==> src/irsl_pkg.sv <==
// Package of constants, carriers and states for the internal reset logic.
package irsl_pkg;

   // Register byte offsets on the AXI4-Lite slave.
   localparam logic [7:0] ADDR_RSR    = 8'h00;
   localparam logic [7:0] ADDR_WDCTL  = 8'h04;
   localparam logic [7:0] ADDR_WDLIM  = 8'h08;
   localparam logic [7:0] ADDR_IRQST  = 8'h0c;
   localparam logic [7:0] ADDR_IRQMSK = 8'h10;

   // Field positions in the reset source register.
   localparam int RSR_SW  = 4;
   localparam int RSR_WD  = 5;
   localparam int RSR_MEM = 6;
   localparam int RSR_USB = 7;

   // Field positions in the watchdog control register.
   localparam int WDCTL_EN  = 0;
   localparam int WDCTL_SVC = 1;

   // Event positions in the interrupt status and mask registers.
   localparam int IRQ_W   = 4;
   localparam int EV_WD   = 0;
   localparam int EV_MEM  = 1;
   localparam int EV_SW   = 2;
   localparam int EV_USB  = 3;

   // Watchdog clock divider and timeout reset value.
   localparam int         WD_DIV       = 12;
   localparam logic [3:0] WD_DIV_LAST  = 4'(WD_DIV - 1);
   localparam logic [15:0] WD_LIMIT_RST = 16'hffff;

   // Length of the system reset pulse, in cycles, and its last count.
   localparam int         RST_PULSE_CYC  = 4;
   localparam logic [2:0] RST_PULSE_LAST = 3'(RST_PULSE_CYC - 1);

   // Reset values of control registers.
   localparam logic [IRQ_W-1:0] IRQ_MASK_RST = 4'h0;

   // AXI response codes.
   localparam logic [1:0] RESP_OKAY   = 2'b00;
   localparam logic [1:0] RESP_SLVERR = 2'b10;

   // Requests from the program memory controller.
   typedef struct packed {
      logic prog_write_above;  // Programmer write or erase above limit.
      logic table_read_above;  // Code table read above limit.
      logic fetch_above;       // Instruction fetch above limit.
      logic security_block;    // Access forbidden by memory security.
      logic write_erase_req;   // A write or erase is being attempted.
      logic supply_monitor_on; // Supply monitor is enabled.
   } irsl_pm_t;

   // Inputs from the USB function controller and bus power sense pin.
   typedef struct packed {
      logic bus_reset_seen;    // Bus reset signalling detected.
      logic controller_on;     // Function controller enabled.
      logic bus_power;         // Level of the bus power sense pin.
   } irsl_usb_t;

   // Sequencer states.
   typedef enum logic [0:0] {ST_RUN, ST_RESET} irsl_state_t;

endpackage : irsl_pkg

==> src/irsl_watchdog.sv <==
// Watchdog counter on the system clock divided by twelve.
`timescale 1ns/1ps
`default_nettype none
module irsl_watchdog
   import irsl_pkg::*;
(
   input  wire logic        aclk,     // System clock.
   input  wire logic        aresetn,  // Synchronous reset, active low.
   input  wire logic        restart,  // Held while the system is in reset.
   input  wire logic        enable,   // Counting enabled.
   input  wire logic        service,  // Software restarts the count.
   input  wire logic [15:0] limit,    // Tick count at which it expires.
   output logic             expire    // One-cycle timeout pulse.
);

   logic [3:0]  div;        // Prescaler position.
   logic [15:0] count;      // Divided ticks counted so far.
   logic [3:0]  next_div;   // Next prescaler position.
   logic [15:0] next_count; // Next tick count.
   logic        next_expire;// Next timeout pulse.

   // Divides by twelve and counts ticks up to the limit.
   always_comb begin
      next_div    = div;
      next_count  = count;
      next_expire = 1'b0;
      if (restart || service || !enable) begin
         next_div   = 4'h0;
         next_count = 16'h0000;
      end else if (div == WD_DIV_LAST) begin
         next_div = 4'h0;
         if (count == limit) begin
            next_count  = 16'h0000;
            next_expire = 1'b1;
         end else begin
            next_count = count + 16'h0001;
         end
      end else begin
         next_div = div + 4'h1;
      end
   end

   // Registers the counter state.
   always_ff @(posedge aclk) begin
      if (!aresetn) begin
         div    <= 4'h0;
         count  <= 16'h0000;
         expire <= 1'b0;
      end else begin
         div    <= next_div;
         count  <= next_count;
         expire <= next_expire;
      end
   end
endmodule : irsl_watchdog
`default_nettype wire

==> src/irsl_top.sv <==
// Internal reset source collector with AXI4-Lite registers.
//
// Contract
// - Watchdog enabled, clocked at clock/12 after reset.
// - Watchdog timeout resets and sets bit 5.
// - Internal resets never drive the reset pin.
// - Accesses above code limit cause reset.
// - Security-forbidden memory access causes reset.
// - Write/erase with supply monitor off resets.
// - Memory error reset sets bit 6.
// - Writing one to bit 4 forces reset.
// - Software reset flag reads one afterwards.
// - USB select bit enables USB reset source.
// - Selected, enabled USB bus reset resets.
// - Selected, bus power edge either way resets.
// - USB flag reads one after USB reset.
//
// The register addresses and the AXI4-Lite slave port are this design's own decisions.
`timescale 1ns/1ps
`default_nettype none
module irsl_top
   import irsl_pkg::*;
(
   input  wire logic        aclk,           // System clock, 25 MHz.
   input  wire logic        aresetn,        // Synchronous reset, active low.
   input  wire logic [7:0]  s_axi_awaddr,   // Write address.
   input  wire logic        s_axi_awvalid,  // Write address valid.
   output logic             s_axi_awready,  // Write address ready.
   input  wire logic [31:0] s_axi_wdata,    // Write data.
   input  wire logic [3:0]  s_axi_wstrb,    // Write byte enables.
   input  wire logic        s_axi_wvalid,   // Write data valid.
   output logic             s_axi_wready,   // Write data ready.
   output logic [1:0]       s_axi_bresp,    // Write response.
   output logic             s_axi_bvalid,   // Write response valid.
   input  wire logic        s_axi_bready,   // Write response ready.
   input  wire logic [7:0]  s_axi_araddr,   // Read address.
   input  wire logic        s_axi_arvalid,  // Read address valid.
   output logic             s_axi_arready,  // Read address ready.
   output logic [31:0]      s_axi_rdata,    // Read data.
   output logic [1:0]       s_axi_rresp,    // Read response.
   output logic             s_axi_rvalid,   // Read data valid.
   input  wire logic        s_axi_rready,   // Read data ready.
   input  wire irsl_pm_t    pm,             // Program memory requests.
   input  wire irsl_usb_t   usb,            // USB and bus power inputs.
   output logic             system_reset_n, // System reset, active low.
   output logic             pm_write_inhibit, // Blocks write or erase.
   output logic             reset_pin_oe,   // External reset pin drive.
   output logic             irq             // Level interrupt request.
);

   irsl_state_t      state;          // Sequencer state.
   logic [2:0]       pulse_cnt;      // Cycles spent in reset.
   logic             flag_wd;        // Watchdog caused last reset.
   logic             flag_mem;       // Memory error caused last reset.
   logic             flag_sw;        // Software caused last reset.
   logic             flag_usb;       // USB caused last reset.
   logic             usb_select;     // USB selected as reset source.
   logic             wd_en;          // Watchdog enable.
   logic [15:0]      wd_limit;       // Watchdog timeout in ticks.
   logic [IRQ_W-1:0] irq_status;     // Sticky event bits.
   logic [IRQ_W-1:0] irq_mask;       // Interrupt mask.
   logic             bus_power_q;    // Previous bus power level.
   logic             bus_power_ok;   // Previous level is valid.
   logic             sw_req;         // Software reset request pulse.
   logic             wd_service;     // Watchdog service pulse.
   logic             wd_expire;      // Watchdog timeout pulse.
   logic             aw_held;        // Write address captured.
   logic             w_held;         // Write data captured.
   logic [7:0]       aw_addr;        // Captured write address.
   logic [31:0]      w_data;         // Captured write data.
   logic [3:0]       w_strb;         // Captured byte enables.

   irsl_state_t      next_state;
   logic [2:0]       next_pulse_cnt;
   logic             next_flag_wd, next_flag_mem, next_flag_sw;
   logic             next_flag_usb, next_usb_select, next_wd_en;
   logic [15:0]      next_wd_limit;
   logic [IRQ_W-1:0] next_irq_status, next_irq_mask;
   logic             next_bus_power_q, next_bus_power_ok;
   logic             next_sw_req, next_wd_service;
   logic             next_aw_held, next_w_held;
   logic [7:0]       next_aw_addr;
   logic [31:0]      next_w_data;
   logic [3:0]       next_w_strb;
   logic             next_awready, next_wready, next_bvalid;
   logic [1:0]       next_bresp;
   logic             next_arready, next_rvalid;
   logic [1:0]       next_rresp;
   logic [31:0]      next_rdata;

   logic             mem_err;        // Any program memory error.
   logic             bus_edge;       // Bus power changed level.
   logic             usb_req;        // USB source asks for reset.
   logic             any_req;        // Some source asks for reset.
   logic             do_write;       // Captured write is applied now.
   logic             do_read;        // Read address taken now.
   logic             in_reset;       // System is held in reset.

   // Tells whether an offset names a mapped register.
   function automatic logic mapped(input logic [7:0] a);
      mapped = (a == ADDR_RSR) || (a == ADDR_WDCTL) || (a == ADDR_WDLIM)
            || (a == ADDR_IRQST) || (a == ADDR_IRQMSK);
   endfunction : mapped

   // Watchdog counter, restarted through every system reset.
   irsl_watchdog u_wd (
      .aclk    (aclk),
      .aresetn (aresetn),
      .restart (in_reset),
      .enable  (wd_en),
      .service (wd_service),
      .limit   (wd_limit),
      .expire  (wd_expire)
   );

   // Reset request sources and bus handshakes.
   always_comb begin
      in_reset = (state == ST_RESET);
      mem_err  = pm.prog_write_above || pm.table_read_above
              || pm.fetch_above
              || pm.security_block
              || (pm.write_erase_req && !pm.supply_monitor_on);
      bus_edge = bus_power_ok && (usb.bus_power != bus_power_q);
      usb_req  = usb_select
              && ((usb.bus_reset_seen && usb.controller_on)
                  || bus_edge);
      any_req  = wd_expire || mem_err || sw_req || usb_req;
      do_write = aw_held && w_held && !s_axi_bvalid;
      do_read  = s_axi_arvalid && s_axi_arready;
   end

   // Sequencer: captures causes, then holds the system in reset.
   always_comb begin
      next_state     = state;
      next_pulse_cnt = pulse_cnt;
      next_flag_wd   = flag_wd;
      next_flag_mem  = flag_mem;
      next_flag_sw   = flag_sw;
      next_flag_usb  = flag_usb;
      case (state)
         ST_RUN: begin
            if (any_req) begin
               next_state     = ST_RESET;
               next_pulse_cnt = 3'h0;
               next_flag_wd   = wd_expire;
               next_flag_mem  = mem_err;
               next_flag_sw   = sw_req;
               next_flag_usb  = usb_req;
            end
         end
         ST_RESET: begin
            if (pulse_cnt == RST_PULSE_LAST) begin
               next_state = ST_RUN;
            end else begin
               next_pulse_cnt = pulse_cnt + 3'h1;
            end
         end
         default: begin
            next_state = ST_RUN;
         end
      endcase
   end

   // Register file writes, events and the bus power edge detector.
   always_comb begin
      next_usb_select   = usb_select;
      next_wd_en        = wd_en;
      next_wd_limit     = wd_limit;
      next_irq_mask     = irq_mask;
      next_irq_status   = irq_status;
      next_sw_req       = 1'b0;
      next_wd_service   = 1'b0;
      next_bus_power_q  = usb.bus_power;
      next_bus_power_ok = 1'b1;
      if (do_write && w_strb[0]) begin
         case (aw_addr)
            ADDR_RSR: begin
               next_usb_select = w_data[RSR_USB];
               next_sw_req     = w_data[RSR_SW];
            end
            ADDR_WDCTL: begin
               next_wd_en      = w_data[WDCTL_EN];
               next_wd_service = w_data[WDCTL_SVC];
            end
            ADDR_WDLIM: begin
               next_wd_limit[7:0] = w_data[7:0];
            end
            ADDR_IRQMSK: begin
               next_irq_mask = w_data[IRQ_W-1:0];
            end
            default: begin
            end
         endcase
      end
      if (do_write && w_strb[1] && aw_addr == ADDR_WDLIM) begin
         next_wd_limit[15:8] = w_data[15:8];
      end
      if (in_reset) begin
         next_wd_en = 1'b1;
      end
      // Reading the status clears it; a reset request in run that cycle keeps all old bits and adds its own.
      if (do_read && s_axi_araddr == ADDR_IRQST) begin
         next_irq_status = '0;
      end
      if (state == ST_RUN && any_req) begin
         next_irq_status[EV_WD]  = irq_status[EV_WD] | wd_expire;
         next_irq_status[EV_MEM] = irq_status[EV_MEM] | mem_err;
         next_irq_status[EV_SW]  = irq_status[EV_SW] | sw_req;
         next_irq_status[EV_USB] = irq_status[EV_USB] | usb_req;
      end
   end

   // AXI4-Lite write and read channels.
   always_comb begin
      next_aw_held = aw_held;
      next_w_held  = w_held;
      next_aw_addr = aw_addr;
      next_w_data  = w_data;
      next_w_strb  = w_strb;
      next_bvalid  = s_axi_bvalid;
      next_bresp   = s_axi_bresp;
      next_rvalid  = s_axi_rvalid;
      next_rresp   = s_axi_rresp;
      next_rdata   = s_axi_rdata;
      if (s_axi_awvalid && s_axi_awready) begin
         next_aw_held = 1'b1;
         next_aw_addr = s_axi_awaddr;
      end
      if (s_axi_wvalid && s_axi_wready) begin
         next_w_held = 1'b1;
         next_w_data = s_axi_wdata;
         next_w_strb = s_axi_wstrb;
      end
      if (do_write) begin
         next_aw_held = 1'b0;
         next_w_held  = 1'b0;
         next_bvalid  = 1'b1;
         next_bresp   = mapped(aw_addr) ? RESP_OKAY : RESP_SLVERR;
      end else if (s_axi_bvalid && s_axi_bready) begin
         next_bvalid = 1'b0;
      end
      if (do_read) begin
         next_rvalid = 1'b1;
         next_rresp  = mapped(s_axi_araddr) ? RESP_OKAY : RESP_SLVERR;
         next_rdata  = 32'h0000_0000;
         case (s_axi_araddr)
            ADDR_RSR: begin
               next_rdata[RSR_SW]  = flag_sw;
               next_rdata[RSR_WD]  = flag_wd;
               next_rdata[RSR_MEM] = flag_mem;
               next_rdata[RSR_USB] = usb_select | flag_usb;
            end
            ADDR_WDCTL:  next_rdata[WDCTL_EN] = wd_en;
            ADDR_WDLIM:  next_rdata[15:0] = wd_limit;
            ADDR_IRQST:  next_rdata[IRQ_W-1:0] = irq_status;
            ADDR_IRQMSK: next_rdata[IRQ_W-1:0] = irq_mask;
            default: begin
            end
         endcase
      end else if (s_axi_rvalid && s_axi_rready) begin
         next_rvalid = 1'b0;
      end
      next_awready = !next_aw_held && !next_bvalid;
      next_wready  = !next_w_held && !next_bvalid;
      next_arready = !next_rvalid;
   end

   // Registers all state and drives the outputs from flops.
   always_ff @(posedge aclk) begin
      if (!aresetn) begin
         state            <= ST_RUN;
         pulse_cnt        <= 3'h0;
         flag_wd          <= 1'b0;
         flag_mem         <= 1'b0;
         flag_sw          <= 1'b0;
         flag_usb         <= 1'b0;
         usb_select       <= 1'b0;
         wd_en            <= 1'b1;
         wd_limit         <= WD_LIMIT_RST;
         irq_status       <= '0;
         irq_mask         <= IRQ_MASK_RST;
         bus_power_q      <= 1'b0;
         bus_power_ok     <= 1'b0;
         sw_req           <= 1'b0;
         wd_service       <= 1'b0;
         aw_held          <= 1'b0;
         w_held           <= 1'b0;
         aw_addr          <= 8'h00;
         w_data           <= 32'h0000_0000;
         w_strb           <= 4'h0;
         s_axi_awready    <= 1'b0;
         s_axi_wready     <= 1'b0;
         s_axi_bvalid     <= 1'b0;
         s_axi_bresp      <= RESP_OKAY;
         s_axi_arready    <= 1'b0;
         s_axi_rvalid     <= 1'b0;
         s_axi_rresp      <= RESP_OKAY;
         s_axi_rdata      <= 32'h0000_0000;
         system_reset_n   <= 1'b0;
         pm_write_inhibit <= 1'b1;
         reset_pin_oe     <= 1'b0;
         irq              <= 1'b0;
      end else begin
         state            <= next_state;
         pulse_cnt        <= next_pulse_cnt;
         flag_wd          <= next_flag_wd;
         flag_mem         <= next_flag_mem;
         flag_sw          <= next_flag_sw;
         flag_usb         <= next_flag_usb;
         usb_select       <= next_usb_select;
         wd_en            <= next_wd_en;
         wd_limit         <= next_wd_limit;
         irq_status       <= next_irq_status;
         irq_mask         <= next_irq_mask;
         bus_power_q      <= next_bus_power_q;
         bus_power_ok     <= next_bus_power_ok;
         sw_req           <= next_sw_req;
         wd_service       <= next_wd_service;
         aw_held          <= next_aw_held;
         w_held           <= next_w_held;
         aw_addr          <= next_aw_addr;
         w_data           <= next_w_data;
         w_strb           <= next_w_strb;
         s_axi_awready    <= next_awready;
         s_axi_wready     <= next_wready;
         s_axi_bvalid     <= next_bvalid;
         s_axi_bresp      <= next_bresp;
         s_axi_arready    <= next_arready;
         s_axi_rvalid     <= next_rvalid;
         s_axi_rresp      <= next_rresp;
         s_axi_rdata      <= next_rdata;
         system_reset_n   <= (next_state != ST_RESET);
         pm_write_inhibit <= !pm.supply_monitor_on;
         reset_pin_oe     <= 1'b0;
         irq              <= |(next_irq_status & next_irq_mask);
      end
   end
endmodule : irsl_top
`default_nettype wire

==> config.mk <==
export PLATFORM = sky130hd
export DESIGN_NAME = irsl_top
export DESIGN_NICKNAME = d
export VERILOG_FILES = /design/src/irsl_pkg.sv /design/src/irsl_watchdog.sv /design/src/irsl_top.sv
export SDC_FILE = /design/constraint.sdc
export NUM_CORES = 1
export LEC_CHECK = 0
export ABC_AREA = 1
export BUFFER_PORTS_ARGS = -buffer_cell sky130_fd_sc_hd__buf_2
export CORE_UTILIZATION = 45
export DETAILED_ROUTE_END_ITERATION = 7
export PLACE_DENSITY = 0.8
export SKIP_CTS_REPAIR_TIMING = 1
export SLEW_MARGIN = 0
export SYNTH_ARGS = -nofsm -noshare
export SYNTH_HDL_FRONTEND = slang
export SYNTH_HIERARCHICAL = 1
export SYNTH_SLANG_ARGS = --single-unit
export TNS_END_PERCENT = 1
==> constraint.sdc <==
create_clock -name aclk -period 1.5 [get_ports aclk]
set_input_delay 0.225 -clock aclk [delete_from_list [all_inputs] [get_ports aclk]]
set_output_delay 0.225 -clock aclk [all_outputs]
set_load 0.03 [all_outputs]
==> results of run 1 <==
power by group through the flow:
stage	combinational, mW	clock, mW	sequential (mW)
final	0.691	3.80	3.20
after global routing	0.767	4.00	3.21
after CTS	0.676	3.83	3.20
after floorplan	0.430	0	3.32
after global placement	0.657	0	3.25
after detailed placement	0.670	0	3.26
cells in the final DEF (no fill, tap or decap), types with 7 or more instances in the layout:
master / synthesis / layout
sky130_fd_sc_hd__nand2_1: 169 / 168
sky130_fd_sc_hd__dfxtp_1: 113 / 105
sky130_fd_sc_hd__nor2_1: 81 / 80
sky130_fd_sc_hd__inv_1: 78 / 78
sky130_fd_sc_hd__buf_2: 1 / 75
sky130_fd_sc_hd__o21ai_0: 49 / 48
sky130_fd_sc_hd__nand3_1: 44 / 44
sky130_fd_sc_hd__a21oi_1: 37 / 36
sky130_fd_sc_hd__conb_1: 1 / 19
sky130_fd_sc_hd__buf_4: 19 / 19
sky130_fd_sc_hd__clkbuf_16: 0 / 17
sky130_fd_sc_hd__nor2_2: 15 / 15
sky130_fd_sc_hd__xor2_1: 15 / 15
sky130_fd_sc_hd__nor3_1: 11 / 10
sky130_fd_sc_hd__inv_2: 9 / 9
sky130_fd_sc_hd__o211ai_1: 8 / 8
sky130_fd_sc_hd__dfxtp_2: 0 / 8
sky130_fd_sc_hd__nor2_4: 6 / 7
worst max-delay path by stage:
stage | to | cells after the start | slack [ps] | from
floorplan | wd_limit[3]$_SDFFE_PN1P_ | 9 | 60 | s_axi_bvalid$_SDFF_PN0_
global placement | irq$_SDFF_PN0_ | 11 | 30 | s_axi_araddr[1]
detailed placement | irq$_SDFF_PN0_ | 11 | 10 | s_axi_araddr[1]
CTS | u_wd/count[6]$_SDFFE_PP0N_ | 7 | -1 | u_wd/count[0]$_SDFFE_PP0N_
global route | irq$_SDFF_PN0_ | 10 | -70 | aw_addr[5]$_SDFFE_PN0P_
finish | irq$_SDFF_PN0_ | 10 | 60 | aw_addr[5]$_SDFFE_PN0P_
logic make-up after synthesis:
logic type               Yosys count  share of synthesized area (%)
AO/OA/AOI/OAI                    101                          10.82
XOR/XNOR                          15                          2.565
adder cells (fa/ha/maj)            4                         0.9771
buffers and inverters            127                          11.38
flip-flops                       113                          44.16
other                              1                        0.07321
AND/OR/NAND/NOR                  345                          30.02
sequential cells by signal, summed over array words and instances, names as in the netlist, 2 cells and up:
signal / cells
pulse_cnt: 3
u_wd/div: 4
w_strb: 2
w_data: 16
s_axi_rdata: 16
irq_mask: 4
aw_addr: 8
u_wd/count: 16
wd_limit: 16
irq_status: 4
synthesized netlist by cell type, types with 3 or more instances:
cell type and n:
sky130_fd_sc_hd__buf_4 19, sky130_fd_sc_hd__inv_2 9, sky130_fd_sc_hd__nand3_1 44, sky130_fd_sc_hd__xor2_1 15, sky130_fd_sc_hd__o211ai_1 8, sky130_fd_sc_hd__nor2_1 81, sky130_fd_sc_hd__dfxtp_1 113, sky130_fd_sc_hd__nand4_1 4
sky130_fd_sc_hd__nor2_4 6, sky130_fd_sc_hd__ha_1 4, sky130_fd_sc_hd__inv_1 78, sky130_fd_sc_hd__nand2_1 169, sky130_fd_sc_hd__o211ai_2 3, sky130_fd_sc_hd__a21oi_1 37, sky130_fd_sc_hd__nand3_2 4, sky130_fd_sc_hd__o21ai_0 49
sky130_fd_sc_hd__nor3_1 11, sky130_fd_sc_hd__nor2_2 15, sky130_fd_sc_hd__or2_2 3, sky130_fd_sc_hd__clkbuf_1 13
routing by layer:
layer | wire (µm) | track usage (%) | share of wire (%)
met1 | 5089 | 26.97 | 45
met2 | 5332 | 33.36 | 47
met3 | 617 | 5.200 | 5.5
met4 | 207 | 8.205 | 1.8
met5 | 0 | 0 | 0
final cells by class:
class	instances	share of cell area [%]
timing repair buffer	96	8.618
sequential	113	36.23
inverter	90	5.426
clock inverter	11	1.835
clock buffer	20	7.121
multi-input combinational	484	37.98
tap	140	2.793
==> impl_metrics.env, run 1 <==
export IMPL_globalRouteTotalUtil_pct=20.86
export IMPL_cellInternalPower_mw=5.804
export IMPL_yosysSeqAreaShare_pct=44.16
export IMPL_finish_net_count=874
export IMPL_critical_path_n_buffers_inverters=0
export IMPL_netlist_area_um2=5122
export IMPL_swShare_pct=24.50
export IMPL_cp_max_fo=6
export IMPL_sequential_power_share_pct=41.6
export IMPL_clk_pin_slew_ps=50
export IMPL_critPathArrivalTime_ps=1740
export IMPL_dp_hpwl_um=7923
export IMPL_r2r_start="aw_addr[5]$_SDFFE_PN0P_"
export IMPL_synth_yosys_warnings=6
export IMPL_yosys_area_top_type_share_pct=44.16
export IMPL_syn2layout_area_growth_pct=22.45
export IMPL_initial_antenna_violation_count=0
export IMPL_synth_avg_cell_area_um2=7.256
export IMPL_top_cells_by_area_synth="sky130_fd_sc_hd__dfxtp_1 (44%), sky130_fd_sc_hd__nand2_1 (12%), sky130_fd_sc_hd__nor2_1 (5.9%)"
export IMPL_maxSlewViolCount=0
export IMPL_r2r_worst_path_cells=10
export IMPL_antenna_left=0
export IMPL_critical_path_most_common_cell="sky130_fd_sc_hd__nand2_1"
export IMPL_h_tree_depth=4
export IMPL_via_count=4676
export IMPL_crit_path_leading_delay_family="simple AND/OR/NAND/NOR gates"
export IMPL_synth_seq_cells=113
export IMPL_post_place_cells=922
export IMPL_cts_num_sinks=113
export IMPL_num_rows=38
export IMPL_r2r_end="irq$_SDFF_PN0_"
export IMPL_cp_slowest_stage_delay_ps=330
export IMPL_outcome="finished with violations"
export IMPL_clock_tree_from_tritoncts="built"
export IMPL_hold_path_class="input pin to flop"
export IMPL_clk_path_buf_depth=2
export IMPL_chipHeight_um=108.7
export IMPL_detail_route_drc_violations=0
export IMPL_grt_remaining_overflow=0
export IMPL_layout_drive_gt1_share_pct=22.73
export IMPL_drt_vias_per_instance=4.901
export IMPL_multi_input_area_um2=2382
export IMPL_seqCellArea_um2=2272
export IMPL_finalSetupViolations=0
export IMPL_die_area_um2=11810
export IMPL_synthDistinctLibCells=35
export IMPL_critical_path_endpoint_type="flop"
export IMPL_power_total_mw=7.688
export IMPL_max_cap_viol_count=0
export IMPL_power_share_combinational_pct=9.0
export IMPL_crit_path_cell_trace="nor3_4, nand2_1, nor2_2, nand2_2, nand2_1, o21ai_1, nand2_1, nand2_1, nor2_1, nor2_1"
export IMPL_final_setup_skew_ps=12.19
export IMPL_pin_count_of_the_biggest_net_entering_global_routing=50
export IMPL_hold_path_startpoint="pm[0]"
export IMPL_post_dr_wirelength_cell_um=11.79
export IMPL_dpl_cell_area_um2=5648
export IMPL_max_freq_mhz=694.9
export IMPL_timing_critical_path_from_type="flop"
export IMPL_final_hold_viol_count=1
export IMPL_post_route_cell_area_um2=6272
export IMPL_post_route_setup_tns_ps=0
export IMPL_die_w_um=108.7
export IMPL_p_clk_share_pct=49.4
export IMPL_antenna_cells_inserted=0
export IMPL_synth_largest_area_cell="sky130_fd_sc_hd__dfxtp_1"
export IMPL_preCtsSetupSlack_ps=12.19
export IMPL_clkLatencyLatePin_ps=410
export IMPL_hold_path_depth=2
export IMPL_totalWireLength_um=11250
export IMPL_worst_slack_ps=60.96
export IMPL_reg2reg_slack_ps=60
export IMPL_period_share_pct=95.94
export IMPL_port_buffers=75
export IMPL_final_core_util_pct=57.11
export IMPL_start_util_pct=46.64
export IMPL_first_iter_violations=281
export IMPL_critical_path_class="flop to flop"
export IMPL_numCtsBuffers=17
export IMPL_post_route_min_period_ps=1439
export IMPL_place_congestion=0.8697
export IMPL_total_switching_power_mw=1.884
export IMPL_vias_in_the_first_global_route=4214
export IMPL_top_ff_cell_synth="sky130_fd_sc_hd__dfxtp_1"
export IMPL_failed_checks="negative hold slack"
export IMPL_ys_async_sr_fraction_pct=0
export IMPL_peakVddDrop_mv=0.6879
export IMPL_cts_root_buf="sky130_fd_sc_hd__clkbuf_16"
export IMPL_grt_setup_unrepaired="yes"
export IMPL_critPathRequiredTime_ps=1800
export IMPL_pin_count=113
export IMPL_worst_hold_path_endpoint="pm_write_inhibit$_SDFF_PN1_"
export IMPL_final_cell_count_no_fill=954
export IMPL_number_of_fillers_in_the_final_layout=972
export IMPL_placeableCoreArea_um2=10980
export IMPL_power_per_cell_area_nw_per_um2=1226
export IMPL_synth_edf_count=0
export IMPL_first_pass_grt_wire_length_um=19100
export IMPL_hold_worst_slack_ps=-8.775
export IMPL_synth_instances=706
export IMPL_drt_first_pass_iters=5
export IMPL_crit_path_top_delay_cell="sky130_fd_sc_hd__dfxtp_1"
export IMPL_leakagePower_nw=2.959
No activity file was read; power rests on OpenSTA's default activity.
==> inputs of run 2 (changes only) <==
==> constraint.sdc (replaced) <==
create_clock -name aclk -period 1.8 [get_ports aclk]
set_input_delay 0.27 -clock aclk [delete_from_list [all_inputs] [get_ports aclk]]
set_output_delay 0.27 -clock aclk [all_outputs]
set_load 0.03 [all_outputs]
==> run 2 against run 1 <==
The run now ends clean. Cell area shrank 0.20%. Clock skew shrank 4.3 ps. Power shrank 6.9%. Fmax shrank 12%. Routed wire length is essentially flat. Count of clock-buffer cells in the layout shrank 1. Die area is the same. Via count shrank 2.8%. Sequential cell count is the same. Utilization shrank 0.11 points. Critical path type unchanged.
==> impl_metrics.env, run 2 (synthesis gave the netlist of run 1 again) <==
export IMPL_outcome="complete, no violations"
export IMPL_multi_input_area_um2=2347
export IMPL_post_dr_wirelength_cell_um=11.95
export IMPL_layout_cells_most_common="sky130_fd_sc_hd__nand2_1"
export IMPL_via_count=4546
export IMPL_final_setup_skew_ps=7.873
export IMPL_grt_remaining_overflow=0
export IMPL_numCtsBuffers=17
export IMPL_finalSetupViolations=0
export IMPL_finish_net_count=861
export IMPL_critical_path_endpoint_type="flop"
export IMPL_antenna_left=0
export IMPL_crit_path_cell_trace="ha_1, nand3_2, nor2_4, nand2_1, o21ai_0, o21ai_0, nor2_1"
export IMPL_first_pass_grt_wire_length_um=18880
export IMPL_hold_path_class="input pin to flop"
export IMPL_crit_path_leading_delay_family="simple AND/OR/NAND/NOR gates"
export IMPL_layout_drive_gt1_share_pct=20.20
export IMPL_first_iter_violations=226
export IMPL_clk_pin_slew_ps=50
export IMPL_final_hold_viol_count=0
export IMPL_power_share_combinational_pct=7.6
export IMPL_power_per_cell_area_nw_per_um2=1143
export IMPL_swShare_pct=22.47
export IMPL_p_clk_share_pct=55.2
export IMPL_max_freq_mhz=612.0
export IMPL_post_route_cell_area_um2=6260
export IMPL_total_switching_power_mw=1.608
export IMPL_place_congestion=0.9042
export IMPL_drt_first_pass_iters=5
export IMPL_pin_count=113
export IMPL_cellInternalPower_mw=5.548
export IMPL_cp_slowest_stage_delay_ps=350
export IMPL_hold_worst_slack_ps=34.95
export IMPL_crit_path_top_delay_cell="sky130_fd_sc_hd__dfxtp_1"
export IMPL_post_place_cells=910
export IMPL_layout_cells_most_common_list="sky130_fd_sc_hd__nand2_1 (168), sky130_fd_sc_hd__dfxtp_1 (113), sky130_fd_sc_hd__nor2_1 (81)"
export IMPL_dp_hpwl_um=7798
export IMPL_timing_critical_path_from_type="flop"
export IMPL_clock_tree_from_tritoncts="built"
export IMPL_clk_path_buf_depth=2
export IMPL_critPathRequiredTime_ps=2140
export IMPL_post_route_min_period_ps=1634
export IMPL_dpl_cell_area_um2=5558
export IMPL_syn2layout_area_growth_pct=22.20
export IMPL_number_of_fillers_in_the_final_layout=973
export IMPL_critical_path_most_common_cell="sky130_fd_sc_hd__o21ai_0"
export IMPL_h_tree_depth=4
export IMPL_initial_antenna_violation_count=0
export IMPL_maxSlewViolCount=0
export IMPL_die_w_um=108.7
export IMPL_critical_path_class="flop to flop"
export IMPL_port_buffers=75
export IMPL_start_util_pct=46.64
export IMPL_timing_critical_path_depth=7
export IMPL_cts_num_sinks=113
export IMPL_period_share_pct=90.77
export IMPL_clkLatencyLatePin_ps=410
export IMPL_placeableCoreArea_um2=10980
export IMPL_vias_in_the_first_global_route=4124
export IMPL_num_rows=38
export IMPL_cp_max_fo=8
export IMPL_max_cap_viol_count=0
export IMPL_post_route_setup_tns_ps=0
export IMPL_r2r_worst_path_cells=7
export IMPL_drt_vias_per_instance=4.826
export IMPL_critical_path_n_buffers_inverters=0
export IMPL_detail_route_drc_violations=0
export IMPL_leakagePower_nw=2.956
export IMPL_peakVddDrop_mv=0.6005
export IMPL_chipHeight_um=108.7
export IMPL_totalWireLength_um=11260
export IMPL_critPathArrivalTime_ps=1980
export IMPL_seqCellArea_um2=2262
export IMPL_final_cell_count_no_fill=942
export IMPL_grt_setup_unrepaired="no"
export IMPL_cts_root_buf="sky130_fd_sc_hd__clkbuf_16"
export IMPL_sequential_power_share_pct=37.2
export IMPL_globalRouteTotalUtil_pct=20.56
export IMPL_hold_path_depth=2
export IMPL_antenna_cells_inserted=0
export IMPL_die_area_um2=11810
export IMPL_pin_count_of_the_biggest_net_entering_global_routing=52
==> run 2: cell types whose count changed in the layout (fill, tap and decap cells not counted), moves of 2 or more <==
| cell | before | now |
|---|---|---|
| sky130_fd_sc_hd__buf_6 | 2 | 0 |
| sky130_fd_sc_hd__dfxtp_2 | 8 | 0 |
| sky130_fd_sc_hd__clkinv_4 | 0 | 2 |
| sky130_fd_sc_hd__buf_4 | 19 | 8 |
| sky130_fd_sc_hd__bufinv_16 | 2 | 7 |
| sky130_fd_sc_hd__clkinvlp_4 | 4 | 2 |
| sky130_fd_sc_hd__clkinv_2 | 5 | 1 |
| sky130_fd_sc_hd__dfxtp_1 | 105 | 113 |
==> run 2: area by class of cell <==
type,instances,area share [%]
multi-input combinational,484,37.50
inverter,90,5.437
tap,140,2.798
sequential,113,36.14
clock buffer,19,7.076
timing repair buffer,83,6.956
clock inverter,13,4.098
==> run 2: power by group through the flow <==
stage / clock (mW) / combinational, mW / sequential [mW]
after global routing: 4.11 / 0.612 / 2.67
after global placement: 0 / 0.532 / 2.71
after CTS: 3.98 / 0.546 / 2.66
after floorplan: 0 / 0.358 / 2.77
final: 3.95 / 0.544 / 2.66
after detailed placement: 0 / 0.540 / 2.71
==> run 2: through the flow <==
stage | worst slack, ps | util, % | power [mW]
2_1_floorplan | 361.8 | - | 3.123
3_3_place_gp | 260.7 | 50.60 | 3.242
3_5_place_dp | 243.2 | 50.60 | 3.252
4_1_cts | 202.2 | 56.97 | 7.189
5_1_grt | 40.17 | 56.99 | 7.390
6_report | 166.1 | 56.99 | 7.155
==> run 2: metal layers <==
metal,GRT usage [%],vias to the layer above,share of wire (%)
met1,26.04,2057,46
met2,32.73,120,47
met4,8.108,0,1.7
met5,0,-,0
met3,6.216,15,5.0
li1,-,2354,-
==> run 2: final timing paths <==
kind	from	endpoint	slack (ps)
max reg2reg	u_wd/div[0]$_SDFF_PP0_	u_wd/count[6]$_SDFFE_PP0N_	170
max	u_wd/div[0]$_SDFF_PP0_	u_wd/count[6]$_SDFFE_PP0N_	170
min	pm[0]	pm_write_inhibit$_SDFF_PN1_	30
min reg2reg	w_held$_SDFF_PN0_	s_axi_wready$_SDFF_PN0_	450
==> inputs of run 3 (changes only) <==
--- a/config.mk
+++ b/config.mk
@@ -8,12 +8,11 @@
 export ABC_AREA = 1
 export BUFFER_PORTS_ARGS = -buffer_cell sky130_fd_sc_hd__buf_2
 export CORE_UTILIZATION = 45
+export CTS_BUF_LIST = sky130_fd_sc_hd__clkbuf_8
 export DETAILED_ROUTE_END_ITERATION = 7
 export PLACE_DENSITY = 0.8
 export SKIP_CTS_REPAIR_TIMING = 1
 export SLEW_MARGIN = 0
 export SYNTH_ARGS = -nofsm -noshare
 export SYNTH_HDL_FRONTEND = slang
-export SYNTH_HIERARCHICAL = 1
 export SYNTH_SLANG_ARGS = --single-unit
-export TNS_END_PERCENT = 1
==> run 3 against run 2 <==
Utilization shrank 3.7 points. Global-route usage down 0.25 points. Via count fell by 5.3%. First-iteration DRC count grew 4.9%. Final cell count shrank 7.3%. Sequential power about the same. Synthesized area decreased by 2.4%. Worst hold slack worse by 13 ps. Synthesized cell count shrank 8.6%. Count of clock-buffer cells in the layout increased by 5. Routed wire length fell by 4.4%.
==> impl_metrics.env, run 3 <==
export IMPL_top_ff_cell_synth="sky130_fd_sc_hd__dfxtp_1"
export IMPL_die_area_um2=11530
export IMPL_port_buffers=75
export IMPL_max_freq_mhz=625.5
export IMPL_slew_limit_headroom_pct=59.28
export IMPL_peakVddDrop_mv=0.5414
export IMPL_place_congestion=0.8147
export IMPL_h_tree_depth=4
export IMPL_drt_first_pass_iters=7
export IMPL_grt_setup_unrepaired="no"
export IMPL_layout_cells_most_common="sky130_fd_sc_hd__nand2_1"
export IMPL_final_setup_skew_ps=7.484
export IMPL_power_share_combinational_pct=10.5
export IMPL_final_hold_viol_count=0
export IMPL_synth_edf_count=0
export IMPL_leakagePower_nw=2.585
export IMPL_top_cells_by_area_synth="sky130_fd_sc_hd__dfxtp_1 (45%), sky130_fd_sc_hd__nand2_1 (9.6%), sky130_fd_sc_hd__nor2_1 (6.6%)"
export IMPL_antenna_left=0
export IMPL_detail_route_drc_violations=0
export IMPL_globalRouteTotalUtil_pct=20.31
export IMPL_finalSetupViolations=0
export IMPL_vias_in_the_first_global_route=4019
export IMPL_clock_tree_from_tritoncts="built"
export IMPL_antenna_cells_inserted=0
export IMPL_dp_hpwl_um=7829
export IMPL_cts_root_buf="sky130_fd_sc_hd__clkbuf_8"
export IMPL_timing_critical_path_from_type="flop"
export IMPL_swShare_pct=25.49
export IMPL_critical_path_class="flop to flop"
export IMPL_netlist_area_um2=4999
export IMPL_clk_path_buf_depth=2
export IMPL_synth_top_cells_by_count="sky130_fd_sc_hd__nand2_1 (128), sky130_fd_sc_hd__dfxtp_1 (113), sky130_fd_sc_hd__nor2_1 (88)"
export IMPL_grt_remaining_overflow=0
export IMPL_post_dr_wirelength_cell_um=12.33
export IMPL_pin_count_of_the_biggest_net_entering_global_routing=66
export IMPL_pin_count=113
export IMPL_maxSlewViolCount=0
export IMPL_hold_path_class="input pin to flop"
export IMPL_synth_instances=645
export IMPL_synth_avg_cell_area_um2=7.750
export IMPL_cp_max_fo=9
export IMPL_ys_async_sr_fraction_pct=0
export IMPL_finish_net_count=799
export IMPL_via_count=4306
export IMPL_power_per_cell_area_nw_per_um2=910.4
export IMPL_cts_num_sinks=113
export IMPL_synth_yosys_warnings=0
export IMPL_first_pass_grt_wire_length_um=18220
export IMPL_die_w_um=107.4
export IMPL_synth_seq_cells=113
export IMPL_post_route_min_period_ps=1599
export IMPL_first_iter_violations=237
export IMPL_layout_cells_most_common_list="sky130_fd_sc_hd__nand2_1 (128), sky130_fd_sc_hd__dfxtp_1 (113), sky130_fd_sc_hd__nor2_1 (88)"
export IMPL_totalWireLength_um=10770
export IMPL_yosysSeqAreaShare_pct=45.26
export IMPL_numCtsBuffers=17
export IMPL_cellInternalPower_mw=3.921
export IMPL_synthDistinctLibCells=42
export IMPL_critical_path_endpoint_type="flop"
export IMPL_critPathRequiredTime_ps=2100
export IMPL_post_route_setup_tns_ps=0
export IMPL_power_total_mw=5.263
export IMPL_critPathArrivalTime_ps=1900
export IMPL_drt_vias_per_instance=4.932
export IMPL_max_cap_viol_count=0
export IMPL_p_clk_share_pct=39.0
export IMPL_chipHeight_um=107.4
export IMPL_yosysMostFrequentCell="sky130_fd_sc_hd__nand2_1"
export IMPL_start_util_pct=46.11
export IMPL_period_share_pct=88.82
export IMPL_sequential_power_share_pct=50.5
export IMPL_initial_antenna_violation_count=0
export IMPL_num_rows=38
export IMPL_yosys_area_top_type_share_pct=45.26
export IMPL_clkLatencyLatePin_ps=420
export IMPL_total_switching_power_mw=1.342
export IMPL_synth_largest_area_cell="sky130_fd_sc_hd__dfxtp_1"
export IMPL_placeableCoreArea_um2=10840
export IMPL_layout_drive_gt1_share_pct=20.87
export IMPL_outcome="complete, no violations"
export IMPL_worst_slew_pin_transition_ps=610.8
export IMPL_syn2layout_area_growth_pct=15.64
export IMPL_clk_pin_slew_ps=60
[run 3: cell types whose count changed after synthesis, sizes merged, moves of 2 or more]
cell	change
nand3	-18
o221ai	+2
buf	+2
a21oi	+2
clkinv	-2
xnor2	+19
a211oi	+2
xor2	-6
nand4	+5
o211ai	-4
clkbuf	-3
nand2	-40
inv	-20
[run 3: logic make-up after synthesis]
| family | after synthesis | share of synthesized area [%] |
|---|---|---|
| flops | 113 | 45.26 |
| fa+ha+maj | 4 | 1.001 |
| simple gates | 290 | 27.28 |
| compound gates | 105 | 12.02 |
| buf+inv | 104 | 9.462 |
| other cells | 1 | 0.07502 |
| xor+xnor | 28 | 4.906 |
[run 3: power by group through the flow]
stage               sequential (mW)  combinational (mW)  clock [mW]
floorplan                      2.77               0.367           0
CTS                            2.66               0.557        2.08
global route                   2.67               0.619        2.19
global placement               2.71               0.543           0
detailed placement             2.71               0.553           0
finish                         2.66               0.553        2.05
[run 3: worst max-delay path: stages (launching register included)]
cell	delay (ps)
sky130_fd_sc_hd__dfxtp_1	350
sky130_fd_sc_hd__ha_1	270
sky130_fd_sc_hd__nand3_4	200
sky130_fd_sc_hd__nor3_2	180
sky130_fd_sc_hd__nand3_1	130
sky130_fd_sc_hd__nor2_1	130
sky130_fd_sc_hd__xor2_1	160
sky130_fd_sc_hd__nor2_1	60
[run 3: stage by stage]
| stage | hold slack [ps] | cell area (µm²) | worst slack (ps) | utilization [%] | instances |
|---|---|---|---|---|---|
| after detailed placement | 437.8 | 5446 | 180.0 | 50.24 | 848 |
| after CTS | 13.14 | 5781 | 171.9 | 53.32 | 873 |
| after global routing | 18.47 | 5781 | 70.55 | 53.32 | 873 |
| after global placement | 428.2 | 5446 | 238.6 | 50.24 | 848 |
| final | 21.54 | 5781 | 201.3 | 53.32 | 873 |
| after floorplan | 297.7 | 5066 | 354.5 | - | 663 |
[run 3: cell type report]
type,count,area [µm²]
fillers,1035,5060
multi-input cells,446,2331
flip-flops and latches,113,2262
repair buffers,81,420.4
clock buffers,24,330.3
inverters,68,257.7
well taps,140,175.2
clock inverters,1,3.754
[run 3: worst paths after layout]
check | slack [ps] | startpoint | to | cells past startpoint
worst max-delay path | 200 | u_wd.div[0]$_SDFF_PP0_ | u_wd.count[14]$_SDFFE_PP0N_ | 7
worst min register to register | 440 | u_wd.div[0]$_SDFF_PP0_ | u_wd.div[0]$_SDFF_PP0_ | 1
worst min-delay path | 20 | pm[0] | pm_write_inhibit$_SDFF_PN1_ | 2
worst max register to register | 200 | u_wd.div[0]$_SDFF_PP0_ | u_wd.count[14]$_SDFFE_PP0N_ | 7
[run 3: layer usage]
metal	part of all wire (%)	track usage, %
met1	46	25.90
met2	46	33.23
met3	5.6	5.327
met4	1.6	6.849
met5	0	0
